$ cat src/core/pif_cfg.svh
// Constants of the peripheral interrupt flag block: offsets, masks, answers.
// Assumes inclusion by bare name from the design files; definitions only.
`ifndef PIF_CFG_SVH
`define PIF_CFG_SVH

// Register indices; the byte address is four times the index
`define PIF_THREE_IDX 12'h08F
`define PIF_FOUR_IDX 12'h090

// Writable, hardware-set bits of each register
`define PIF_THREE_WMASK 8'hC3
`define PIF_FOUR_WMASK 8'h3F
`define PIF_FLAGS_RESET 8'h00

// Bit positions inside flags three
`define PIF_B_S1_COLL 7
`define PIF_B_S1_EVT 6
`define PIF_B_U2_RX 5
`define PIF_B_U2_TX 4
`define PIF_B_U1_RX 3
`define PIF_B_U1_TX 2
`define PIF_B_LC4 1
`define PIF_B_LC3 0

// Bit positions inside flags four
`define PIF_B_ZC 5
`define PIF_B_ADT 4
`define PIF_B_ADC 3
`define PIF_B_CMP1 2
`define PIF_B_S2_COLL 1
`define PIF_B_S2_EVT 0

// Bus answers
`define PIF_RESP_OKAY 2'h0
`define PIF_RESP_SLVERR 2'h2

`endif

$ cat src/core/pif_pkg.sv
// Types shared by the peripheral interrupt flag block.
// Assumes the peripherals deliver events and buffer levels on aclk.
package pif_pkg;

    // One-cycle event pulses from the peripherals
    typedef struct packed {
        logic serial_one_collision;
        logic serial_one_event;
        logic logic_cell_four;
        logic logic_cell_three;
        logic zero_cross;
        logic adc_threshold;
        logic adc_conversion;
        logic comparator_one;
        logic serial_two_collision;
        logic serial_two_event;
    } pif_events_t;

    // Buffer levels from the two uarts
    typedef struct packed {
        logic uart_two_rx_nonempty;
        logic uart_two_tx_empty;
        logic uart_one_rx_nonempty;
        logic uart_one_tx_empty;
    } pif_uart_status_t;

endpackage

$ cat src/core/pif_flags.sv
// Peripheral interrupt flag registers three and four behind an AXI4-Lite slave.
// Assumes events and uart levels come from logic on aclk; one write and one
// read under way at a time, as AXI4-Lite masters of this system issue them.
`timescale 1ns/1ps
`include "pif_cfg.svh"

module pif_flags
    import pif_pkg::*;
#(
    parameter int ADDR_W = 16
) (
    // Clock and reset
    input wire logic aclk,
    input wire logic aresetn,
    // Write address channel
    input wire logic [ADDR_W-1:0] awaddr,
    input wire logic [2:0] awprot,
    input wire logic awvalid,
    output logic awready,
    // Write data channel
    input wire logic [31:0] wdata,
    input wire logic [3:0] wstrb,
    input wire logic wvalid,
    output logic wready,
    // Write response channel
    output logic [1:0] bresp,
    output logic bvalid,
    input wire logic bready,
    // Read address channel
    input wire logic [ADDR_W-1:0] araddr,
    input wire logic [2:0] arprot,
    input wire logic arvalid,
    output logic arready,
    // Read data channel
    output logic [31:0] rdata,
    output logic [1:0] rresp,
    output logic rvalid,
    input wire logic rready,
    // Peripheral side
    input wire pif_events_t events,
    input wire pif_uart_status_t uart_status,
    // Flag values towards enable and priority logic
    output logic [7:0] flags_three,
    output logic [7:0] flags_four
);

    // Word decode of a byte address against a register index
    function automatic logic hits(input logic [ADDR_W-1:0] addr, input logic [11:0] idx);
        hits = (addr[ADDR_W-1:2] == (ADDR_W-2)'(idx));
    endfunction

    // Sticky flag update: write loads writable bits, hardware set wins
    function automatic logic [7:0] flag_next(
        input logic [7:0] cur,
        input logic [7:0] wmask,
        input logic wr,
        input logic [7:0] wval,
        input logic [7:0] hw_set
    );
        logic [7:0] kept;
        kept = wr ? (wval & wmask) : (cur & wmask);
        flag_next = kept | (hw_set & wmask);
    endfunction

    // Write channel state
    logic aw_held_reg;
    logic [ADDR_W-1:0] aw_addr_reg;
    logic w_held_reg;
    logic [31:0] w_data_reg;
    logic [3:0] w_strb_reg;
    logic awready_reg;
    logic wready_reg;
    logic bvalid_reg;
    logic [1:0] bresp_reg;

    // Read channel state
    logic arready_reg;
    logic rvalid_reg;
    logic [31:0] rdata_reg;
    logic [1:0] rresp_reg;

    // Flag state
    logic [7:0] three_reg;
    logic [7:0] four_reg;
    logic [7:0] three_next;
    logic [7:0] four_next;

    // Handshakes and write commit
    wire aw_take = awvalid & awready_reg;
    wire w_take = wvalid & wready_reg;
    wire wr_fire = aw_held_reg & w_held_reg & ~bvalid_reg;
    wire ar_take = arvalid & arready_reg;

    // Write path next values
    wire aw_held_next = (aw_held_reg | aw_take) & ~wr_fire;
    wire w_held_next = (w_held_reg | w_take) & ~wr_fire;
    wire bvalid_next = wr_fire | (bvalid_reg & ~bready);
    wire awready_next = ~aw_held_next & ~bvalid_next;
    wire wready_next = ~w_held_next & ~bvalid_next;

    // Write target decode; only the low byte lane carries a register
    wire wr_sel_three = hits(aw_addr_reg, `PIF_THREE_IDX);
    wire wr_sel_four = hits(aw_addr_reg, `PIF_FOUR_IDX);
    wire wr_mapped = wr_sel_three | wr_sel_four;
    wire wr_three = wr_fire & wr_sel_three & w_strb_reg[0];
    wire wr_four = wr_fire & wr_sel_four & w_strb_reg[0];
    wire [1:0] bresp_next = wr_mapped ? `PIF_RESP_OKAY : `PIF_RESP_SLVERR;

    // Read path next values
    wire rvalid_next = ar_take | (rvalid_reg & ~rready);
    wire arready_next = ~rvalid_next;
    wire rd_sel_three = hits(araddr, `PIF_THREE_IDX);
    wire rd_sel_four = hits(araddr, `PIF_FOUR_IDX);
    wire [7:0] rd_byte = rd_sel_three ? three_reg : (rd_sel_four ? four_reg : 8'h00);
    wire [31:0] rd_word = {24'h00_0000, rd_byte};
    wire [1:0] rresp_next = (rd_sel_three | rd_sel_four) ? `PIF_RESP_OKAY : `PIF_RESP_SLVERR;

    // Hardware sets of flags three, no enable gates them
    wire [7:0] three_set = {events.serial_one_collision,
                            events.serial_one_event,
                            4'h0,
                            events.logic_cell_four,
                            events.logic_cell_three};

    // Uart buffer levels mirrored into bits 5 to 2, writes ignored
    wire [7:0] three_level = {2'h0,
                              uart_status.uart_two_rx_nonempty,
                              uart_status.uart_two_tx_empty,
                              uart_status.uart_one_rx_nonempty,
                              uart_status.uart_one_tx_empty,
                              2'h0};

    // Hardware sets of flags four, bits 7 and 6 absent
    wire [7:0] four_set = {2'h0,
                           events.zero_cross,
                           events.adc_threshold,
                           events.adc_conversion,
                           events.comparator_one,
                           events.serial_two_collision,
                           events.serial_two_event};

    // Next flag values, set wins over a coinciding clear
    assign three_next = flag_next(three_reg, `PIF_THREE_WMASK, wr_three, w_data_reg[7:0],
                                  three_set) | three_level;
    assign four_next = flag_next(four_reg, `PIF_FOUR_WMASK, wr_four, w_data_reg[7:0],
                                 four_set);

    // Write address and data capture, in either order
    always_ff @(posedge aclk) begin
        if (!aresetn) begin
            aw_held_reg <= 1'b0;
            w_held_reg <= 1'b0;
            aw_addr_reg <= '0;
            w_data_reg <= 32'h0000_0000;
            w_strb_reg <= 4'h0;
        end else begin
            aw_held_reg <= aw_held_next;
            w_held_reg <= w_held_next;
            if (aw_take) begin
                aw_addr_reg <= awaddr;
            end
            if (w_take) begin
                w_data_reg <= wdata;
                w_strb_reg <= wstrb;
            end
        end
    end

    // Write response and channel readiness
    always_ff @(posedge aclk) begin
        if (!aresetn) begin
            awready_reg <= 1'b0;
            wready_reg <= 1'b0;
            bvalid_reg <= 1'b0;
            bresp_reg <= `PIF_RESP_OKAY;
        end else begin
            awready_reg <= awready_next;
            wready_reg <= wready_next;
            bvalid_reg <= bvalid_next;
            if (wr_fire) begin
                bresp_reg <= bresp_next;
            end
        end
    end

    // Read answer, no side effect on any flag
    always_ff @(posedge aclk) begin
        if (!aresetn) begin
            arready_reg <= 1'b0;
            rvalid_reg <= 1'b0;
            rdata_reg <= 32'h0000_0000;
            rresp_reg <= `PIF_RESP_OKAY;
        end else begin
            arready_reg <= arready_next;
            rvalid_reg <= rvalid_next;
            if (ar_take) begin
                rdata_reg <= rd_word;
                rresp_reg <= rresp_next;
            end
        end
    end

    // Flag registers
    always_ff @(posedge aclk) begin
        if (!aresetn) begin
            three_reg <= `PIF_FLAGS_RESET;
            four_reg <= `PIF_FLAGS_RESET;
        end else begin
            three_reg <= three_next;
            four_reg <= four_next;
        end
    end

    // Outputs straight from flip-flops
    assign awready = awready_reg;
    assign wready = wready_reg;
    assign bvalid = bvalid_reg;
    assign bresp = bresp_reg;
    assign arready = arready_reg;
    assign rvalid = rvalid_reg;
    assign rdata = rdata_reg;
    assign rresp = rresp_reg;
    assign flags_three = three_reg;
    assign flags_four = four_reg;
endmodule

$ cat config.mk
export PLATFORM = sky130hd
export DESIGN_NAME = pif_flags
export DESIGN_NICKNAME = d
export VERILOG_FILES = /design/src/core/pif_pkg.sv /design/src/core/pif_flags.sv
export VERILOG_INCLUDE_DIRS = /design/src /design/src/core
export SDC_FILE = /design/constraint.sdc
export NUM_CORES = 1
export LEC_CHECK = 0
export ABC_AREA = 1
export BUFFER_PORTS_ARGS = -buffer_cell sky130_fd_sc_hd__buf_4
export CORE_MARGIN = 1.5
export CORE_UTILIZATION = 39
export DETAILED_ROUTE_END_ITERATION = 10
export HOLD_SLACK_MARGIN = 0.03
export PLACE_DENSITY = 0.76
export RECOVER_POWER = 50
export SLEW_MARGIN = 20
export SYNTH_ARGS = -nofsm -noshare
export SYNTH_HDL_FRONTEND = slang
export SYNTH_SLANG_ARGS = --single-unit
export TNS_END_PERCENT = 5
$ cat constraint.sdc
create_clock -name aclk -period 1.05 [get_ports aclk]
set_input_delay 0.0525 -clock aclk [delete_from_list [all_inputs] [get_ports aclk]]
set_output_delay 0.0525 -clock aclk [all_outputs]
set_load 0.05 [all_outputs]
==> metrics.txt, run 1 <==
Largest register FFs=14; wire per inst=11.5 um; Initial DRC Count=148; commonest cells after routing, fill and taps aside=buf_4 (75), nor2_1 (68), dfxtp_1 (43), inv_1 (41), nand2_1 (38); Max Clock Freq=0.762 GHz; maximum clock insertion buffer count=2; HPWL after detailed placement=4.66 mm; Final Util=0.583; H-tree depth=2; Total Neg Setup Slack=-2530 ps; initial antenna violation count=0; Startpoint Class=register; global-route wire length before repair=10.5 mm; GRT Overall Usage=0.180; total of max-cap violations=0; Seq/Total Area, Yosys=0.419; Die Ht=84.3 um; Clk Latency, worst-skew pair=310 ps; maximum VDD drop=0.000679 V; Root Driver=clkbuf_8; synth-to-layout area growth=44.4%; hold_ws=29.2 ps; critical path peak fanout=6; total routed wirelength=6.40 mm; # rows=29; number of synthesized flops with an enable pin=0; Final nets=574; Final WS setup=-262 ps; DR DRC count=0; TritonCTS Buffers=5; Hold Crit Class=input port to register; critical path's top delay family=simple AND/OR/NAND/NOR gates; crit path capture type=register; failing checks=negative setup slack; Fillers=571; Syn Area/Cell=7.27 um2; IO Port Bufs=86; Power Total=5.08 mW; Synth warnings=0; Crit path required time=1260 ps; Post-synth ARST share=0; status=finished with violations; DRT Pass-1 Iters=4; R2R Setup Slk=-260 ps; via count=2554; via/cell ratio=4.59; Final min period=1310 ps; ant diodes=0; Post-DRT Antenna Nets=0; arrival time worst endpoint=1530 ps; CP max-delay cell=dfxtp_2; fin crit share=1.25; count of cell types in the netlist=26; Setup Crit Path Kind=register to register; layout cells sized above 1=0.325; IO Count=152; Routability Congestion=0.793; # clock sinks=54; Starting Density=0.404; Leakage=1.90 nW; Cells after Synth=355; final hold violations=0; crit path buf inv count=1; Core Box Area=0.00639 mm2; grt ovf=0; post-synth top area share=0.419; Main synth FF type=dfxtp_1; Slew Viols, Final=0; Layout Skew=12.8 ps; Synth Cell Area=0.00258 mm2; CTS tree=built; Yosys top cell by area=dfxtp_1; RSZ-0062 raised after global routing=true; Yosys reg bits=54; Die X=84.3 um; total power divided by cell area=1360 mW/mm2; Area contributors post-synth=dfxtp_1 (42%), nor2_1 (11%), buf_4 (8.4%); commonest non-fill, non-tap cell in the layout=buf_4; die area=0.00711 mm2; Worst path max stage delay=330 ps; Setup Viol. Count Final=25; pin count of the biggest net entering global routing=23; clock transition at the registers of the reported paths=100 ps; worst-path cell chain=or2_4 > nor2_8 > nand3_4 > nand2_2 > nand3_2 > nand2_1 > inv_1; vias in the first global route=2331
[final cells by class]
cell class | instances | area, um2 | share of cell area
Timing Repair Buffer | 131 | 1030 | 0.277
Sequential cell | 54 | 1100 | 0.296
Multi-Input combinational cell | 242 | 1210 | 0.325
Tap cell | 77 | 96.3 | 0.0259
Inverter | 45 | 171 | 0.0460
Clock inverter | 3 | 42.5 | 0.0114
Clock buffer | 5 | 68.8 | 0.0185
[routing by layer]
| layer | global-route usage | vias up | part of all wire |
|---|---|---|---|
| li1 | - | 1307 | - |
| met1 | 0.217 | 1149 | 0.42 |
| met2 | 0.325 | 87 | 0.51 |
| met3 | 0.0324 | 11 | 0.059 |
| met4 | 0.0587 | 0 | 0.020 |
| met5 | 0 | - | 0 |
[where the power goes]
part / internal [mW] / switching [mW] / leakage [nW] / total (mW)
sequential: 2.20 / 0.102 / 0.451 / 2.30
clock: 0.711 / 0.672 / 0.0562 / 1.38
combinational: 0.494 / 0.896 / 1.39 / 1.39
[cells by family (layout without fill, tap and decap cells)]
logic type      count (synthesis)  after routing  share of synthesized area
other cells                     1             28                    0.00145
compound gates                 35             35                     0.0689
buf+inv                        86            184                      0.181
flops                          54             54                      0.419
simple gates                  179            179                      0.330
[synthesized netlist by cell type (3+ instances only)]
master    number
a21oi_1        7
buf_4         29
buf_6          3
clkbuf_1       6
dfxtp_1       54
inv_1         43
nand2_1       46
nand3_1       33
nand3_2        3
nand4_1       10
nor2_1        73
nor2_4         3
nor2_8         3
o21ai_0       27
[path summary, 6_finish.rpt]
path / from / to / cells after the start
worst min register to register: aw_addr_reg[9]$_SDFFE_PN0P_ / aw_addr_reg[9]$_SDFFE_PN0P_ / 2
worst max-delay path: aw_addr_reg[12]$_SDFFE_PN0P_ / flags_four[0]$_SDFF_PN0_ / 7
worst min-delay path: awaddr[9] / aw_addr_reg[9]$_SDFFE_PN0P_ / 3
worst max register to register: aw_addr_reg[12]$_SDFFE_PN0P_ / flags_four[0]$_SDFF_PN0_ / 7
[tightest hold or removal path, cell delays in order]
cell and delay (ps):
buf_4 70, o21ai_0 70, a21oi_1 110
[metrics by stage]
step	std cells	area, um2	worst slack, ps
3_3_place_gp	520	3270	-144
2_1_floorplan	382	2710	-89.3
4_1_cts	554	3700	-178
3_5_place_dp	520	3270	-205
6_report	557	3720	-262
5_1_grt	557	3720	-310
[what timing repair did]
action,in CTS,in global routing
gates resized for setup,19,18
buffers inserted,0,2
pin swaps,8,14
hold buffers,26,1
endpoints found under the hold margin,26,1
endpoints found under the setup margin,19,40
Power figures use the tool's default switching activity.
==> run 2, diff against run 1 <==
--- a/config.mk
+++ b/config.mk
@@ -8,7 +8,6 @@
 export LEC_CHECK = 0
 export ABC_AREA = 1
 export BUFFER_PORTS_ARGS = -buffer_cell sky130_fd_sc_hd__buf_4
-export CORE_MARGIN = 1.5
 export CORE_UTILIZATION = 39
 export DETAILED_ROUTE_END_ITERATION = 10
 export HOLD_SLACK_MARGIN = 0.03
==> run 2 against run 1 <==
Compared with the run above: the flow still finishes with violations (negative setup slack); total power fell by 4.4%; setup slack improved by 56 ps; die area fell by 2.4%; first-iteration DRC count fell by 13%; critical endpoint is now flags_three[6]$_SDFF_PN0_.
==> metrics.txt, run 2 (synthesized netlist as in run 1, its figures left out) <==
status=finished with violations; failing checks=negative setup slack; Core Box Area=0.00635 mm2 (-0.57%); Initial DRC Count=129 (-13%); DRT Pass-1 Iters=4 (unchanged); fin crit share=1.20 (-0.0529); pre-CTS WS=-204 ps (+0.815 ps); Setup Viol. Count Final=11 (-56%); # clock sinks=54 (unchanged); Cells after DPL=522 (+0.38%); global-route wire length before repair=10.2 mm (-2.1%); maximum VDD drop=0.000671 V (-1.2%); Final WS setup=-206 ps (+55.6 ps); ant diodes=0 (unchanged); IO Port Bufs=86 (unchanged); Max Clock Freq=0.796 GHz (+4.4%); Post-CTS Setup Repair Bufs=0 (unchanged); arrival time worst endpoint=1460 ps (-70 ps); Fillers=590 (+3.3%); Post-DRT Antenna Nets=0 (unchanged); Root Driver=clkbuf_8; fin cells=558 (+0.18%); CTS tree=built; grt ovf=0 (unchanged); initial antenna violation count=0 (unchanged); total routed wirelength=6.12 mm (-4.5%); commonest non-fill, non-tap cell in the layout=buf_4; wire per inst=11.0 um (-4.7%); # rows=29 (unchanged); synth-to-layout area growth=42.2%; clock transition at the registers of the reported paths=90 ps (about the same); die area=0.00694 mm2 (-2.4%); Layout Skew=6.69 ps (-6.13 ps); Worst path max stage delay=330 ps (about the same); Hold Crit Class=input port to register; Clk Latency, worst-skew pair=300 ps (about the same); hold_ws=22.3 ps (-6.83 ps); crit path capture type=register; Crit path required time=1250 ps (about the same); CP max-delay cell=dfxtp_2; total power divided by cell area=1320 mW/mm2 (-3.0%); Final nets=575 (+0.17%); CP most frequent cell=nand2_1; critical path peak fanout=7 (+1); RSZ-0062 raised after global routing=true; layout cells sized above 1=0.295 (-0.0298); vias in the first global route=2328 (-0.13%); final hold violations=0 (unchanged); total of max-cap violations=0 (unchanged); via count=2515 (-1.5%); Routability Congestion=0.799 (+0.67%); Die Ht=83.3 um (-1.2%); Total Neg Setup Slack=-2030 ps (+498 ps); IO Count=152 (unchanged); DR DRC count=0 (unchanged); Largest register FFs=14 (unchanged); worst-path cell chain=or2_4 > nor2_8 > nand3_2 > nand2_1 > nand3_1 > nand2_1 > inv_1; register area=0.00110 mm2 (-0.57%); TritonCTS Buffers=5 (unchanged); Leakage=1.89 nW (-0.40%); pin count of the biggest net entering global routing=31 (+35%); maximum clock insertion buffer count=2 (unchanged); Setup Crit Path Kind=register to register; multi-input logic area=0.00117 mm2 (-3.3%); Starting Density=0.406 (+0.00231); Final Util=0.578 (-0.00534); H-tree depth=2 (unchanged); Startpoint Class=register; GRT Overall Usage=0.182 (+0.00116); commonest cells after routing, fill and taps aside=buf_4 (76), nor2_1 (69), dfxtp_1 (48), nand2_1 (42), inv_1 (42); Die X=83.3 um (-1.2%); via/cell ratio=4.51 (-1.7%); Slew Viols, Final=0 (unchanged); HPWL after detailed placement=4.54 mm (-2.6%); Final min period=1260 ps (-55.6 ps)
[run 2: cell types whose count changed in the layout (fill, tap and decap cells not counted), moves of 2 or more]
cell,delta
nand2_1,+4
clkbuf_4,-5
nand3_1,+3
buf_2,+4
dfxtp_2,-5
nand2_2,-4
nand3_2,-2
dfxtp_1,+5
inv_2,-2
[run 2: path summary, 6_finish.rpt]
kind	startpoint	to	slack (ps)	cells after the start
max	aw_addr_reg[12]$_SDFFE_PN0P_	flags_three[6]$_SDFF_PN0_	-210	7
min reg2reg	bresp[1]$_SDFFE_PN0N_	bresp[1]$_SDFFE_PN0N_	480	2
min	bready	bvalid$_SDFF_PN0_	20	4
max reg2reg	aw_addr_reg[12]$_SDFFE_PN0P_	flags_three[6]$_SDFF_PN0_	-210	7
[run 2: final cells by class]
class,instances,share of cell area
clock inverter,2,0.00307
inverter,45,0.0467
sequential,54,0.299
tap,77,0.0263
timing repair buffer,132,0.283
clock buffer,6,0.0225
multi-input combinational,242,0.319
[run 2: timing repair]
item / in CTS / in global routing
gates cloned: 0 / 0
setup endpoints to repair: 13 / 28
pin swaps: 12 / 2
hold buffers: 28 / 0
endpoints found under the hold margin: 28 / 0
resized for setup: 10 / 7
[run 2: worst max-delay path, delay by kind of cell, from the launching register on]
kind	cells	cell delay, ps
buf+inv	1	40
flops	1	330
simple gates	6	800
[run 2: per-stage QoR]
stage	power, mW	cell area, um2
after floorplan	3.29	2710
after global placement	3.60	3300
after detailed placement	3.63	3300
after CTS	4.92	3700
after global routing	5.10	3670
final	4.85	3670
[run 2: per-layer routing]
layer	vias up	wire length [um]	track usage
met5	-	0	0
met4	0	72	0.0502
met3	6	301	0.0388
met2	75	3080	0.323
met1	1126	2660	0.220
li1	1308	-	-
[run 2: report_power, final]
part           internal, mW  total (mW)  leakage, nW  switching, mW
clock                 0.533        1.18       0.0515          0.651
combinational         0.498        1.37         1.39          0.876
sequential             2.20        2.29        0.449         0.0970
total                  3.23        4.85         1.89           1.62
==> run 3, diff against run 2 <==
--- a/config.mk
+++ b/config.mk
@@ -8,10 +8,11 @@
 export LEC_CHECK = 0
 export ABC_AREA = 1
 export BUFFER_PORTS_ARGS = -buffer_cell sky130_fd_sc_hd__buf_4
+export CORE_ASPECT_RATIO = 1.1
 export CORE_UTILIZATION = 39
 export DETAILED_ROUTE_END_ITERATION = 10
 export HOLD_SLACK_MARGIN = 0.03
-export PLACE_DENSITY = 0.76
+export PLACE_DENSITY = 0.72
 export RECOVER_POWER = 50
 export SLEW_MARGIN = 20
 export SYNTH_ARGS = -nofsm -noshare
==> run 3 against run 2 <==
Compared with the run above: the run still ends with negative setup slack left; hold slack lost 6.2 ps; first-iteration DRC count shrank 52%; combinational power is essentially flat; sequential share of layout area shrank 0.20 points; flip-flop and latch count is the same; die area is essentially flat; core utilization grew 1.3 points; highest routed layer unchanged.
==> metrics.txt, run 3 (synthesized netlist as in run 1, its figures left out) <==
status=finished with violations; failing checks=negative setup slack; Cells after DPL=520 (-0.38%); Die X=79.6 um (-4.5%); global-route wire length before repair=10.1 mm (-1.7%); hold_ws=16.2 ps (-6.16 ps); crit path capture type=register; commonest non-fill, non-tap cell in the layout=buf_4; final hold violations=0 (unchanged); Root Driver=clkbuf_8; critical path peak fanout=7 (unchanged); Post-DRT Antenna Nets=0 (unchanged); vias in the first global route=2448 (+5.2%); ant diodes=0 (unchanged); sw power=1.66 mW (+2.4%); total power divided by cell area=1370 mW/mm2 (+3.4%); pin count of the biggest net entering global routing=43 (+39%); Startpoint Class=register; Initial DRC Count=62 (-52%); Max Clock Freq=0.824 GHz (+3.5%); Slew Viols, Final=0 (unchanged); register area=0.00110 mm2 (+0.34%); Clk Latency, worst-skew pair=310 ps (about the same); Final min period=1210 ps (-43.0 ps); commonest cells after routing, fill and taps aside=buf_4 (72), nor2_1 (67), dfxtp_1 (45), nand2_1 (43), inv_1 (42); Final Util=0.591 (+0.0135); # rows=30 (+3.4%); Crit path required time=1310 ps (+60 ps); worst-path cell chain=or2_4 > nor2_8 > buf_4 > nand4_1 > nand3_1 > nand2_1 > inv_1; layout cells sized above 1=0.302 (+0.00687); Routability Congestion=0.810 (+1.4%); via count=2488 (-1.1%); Setup Crit Path Kind=register to register; Placed Area=0.00326 mm2 (-1.0%); via/cell ratio=4.44 (-1.4%); Leakage=1.90 nW (+0.21%); fin crit share=1.16 (-0.0409); total of max-cap violations=0 (unchanged); RSZ-0062 raised after global routing=true; Clock power frac=0.279 (+0.035); Worst path max stage delay=330 ps (about the same); Fillers=597 (+1.2%); maximum VDD drop=0.000736 V (+9.7%); arrival time worst endpoint=1480 ps (+20 ps); CP max-delay cell=dfxtp_2; IO Port Bufs=86 (unchanged); synth-to-layout area growth=43.7%; DR DRC count=0 (unchanged); H-tree depth=2 (unchanged); grt ovf=0 (unchanged); # clock sinks=54 (unchanged); power share of the combinational group=0.268 (-0.015); clock transition at the registers of the reported paths=100 ps (about the same); wire per inst=10.6 um (-3.1%); TritonCTS Buffers=5 (unchanged); CTS tree=built; Core Box Area=0.00627 mm2 (-1.3%); die area=0.00695 mm2 (about the same); Starting Density=0.412 (+0.00527); DRT Pass-1 Iters=4 (unchanged); GRT Overall Usage=0.183 (+0.00157); sequential power share=0.453 (-0.020); total routed wirelength=5.95 mm (-2.8%); Hold Crit Class=input port to register; multi-input logic area=0.00118 mm2 (+0.64%); Power Total=5.07 mW (+4.5%); Largest register FFs=14 (unchanged); Layout Skew=4.56 ps (-2.13 ps); Setup Viol. Count Final=11 (unchanged); Final nets=574 (-0.17%); post-route cell area=0.00371 mm2 (+1.0%); Int Power=3.40 mW (+5.5%); IO Count=152 (unchanged); pre-CTS WS=-232 ps (-27.3 ps); switching share of power=0.328 (-0.00643); maximum clock insertion buffer count=2 (unchanged); Final WS setup=-163 ps (+43.0 ps); initial antenna violation count=0 (unchanged); Total Neg Setup Slack=-1640 ps (+390 ps); Die Ht=87.3 um (+4.8%); fin cells=560 (+0.36%); HPWL after detailed placement=4.28 mm (-5.6%)
run 3: cell types whose count changed in the layout (fill, tap and decap cells not counted), sizes merged:
cell,before,now
bufinv,0,1
clkinv,2,1
dlygate4sd3,28,29
inv,45,46
buf,91,84
clkbuf,19,23
run 3: power by group through the flow:
| stage | clock, mW | combinational (mW) | sequential (mW) |
|---|---|---|---|
| after floorplan | 0 | 0.714 | 2.57 |
| after global placement | 0 | 1.24 | 2.33 |
| after detailed placement | 0 | 1.25 | 2.34 |
| after CTS | 1.44 | 1.37 | 2.29 |
| after global routing | 1.54 | 1.47 | 2.32 |
| final | 1.41 | 1.36 | 2.30 |
run 3: per-layer routing:
layer,GRT usage,vias up,part of all wire
li1,-,1302,-
met1,0.188,1093,0.40
met2,0.363,83,0.53
met3,0.0387,10,0.048
met4,0.0562,0,0.013
met5,0,-,0
run 3: path summary, 6_finish.rpt:
| path | start | slack [ps] | to | cells after the start |
|---|---|---|---|---|
| max | aw_addr_reg[13]$_SDFFE_PN0P_ | -160 | flags_three[6]$_SDFF_PN0_ | 7 |
| min | bready | 20 | bvalid$_SDFF_PN0_ | 4 |
| max reg2reg | aw_addr_reg[13]$_SDFFE_PN0P_ | -160 | flags_three[6]$_SDFF_PN0_ | 7 |
| min reg2reg | bresp[1]$_SDFFE_PN0N_ | 490 | bresp[1]$_SDFFE_PN0N_ | 2 |
run 3: worst max-delay path, delay by kind of cell (launching register included):
| family | cells | cell delay [ps] |
|---|---|---|
| and+or+nand+nor | 5 | 650 |
| DFF | 1 | 330 |
| buffers and inverters | 2 | 180 |
run 3: final cells by class:
cell class	instances	area share
multi-input cells	242	0.318
clock buffers	5	0.0186
well taps	80	0.0270
inverters	45	0.0462
clock inverters	3	0.0118
flip-flops and latches	54	0.297
repair buffers	131	0.281
run 3: what timing repair did:
action                                  4_1_cts  5_1_grt
setup buffers                                 1        2
hold buffers                                 29        0
endpoints found under the setup margin       12       27
hold endpoints to repair                     29        0
resized for setup                            11       10
pin swaps                                    11        1
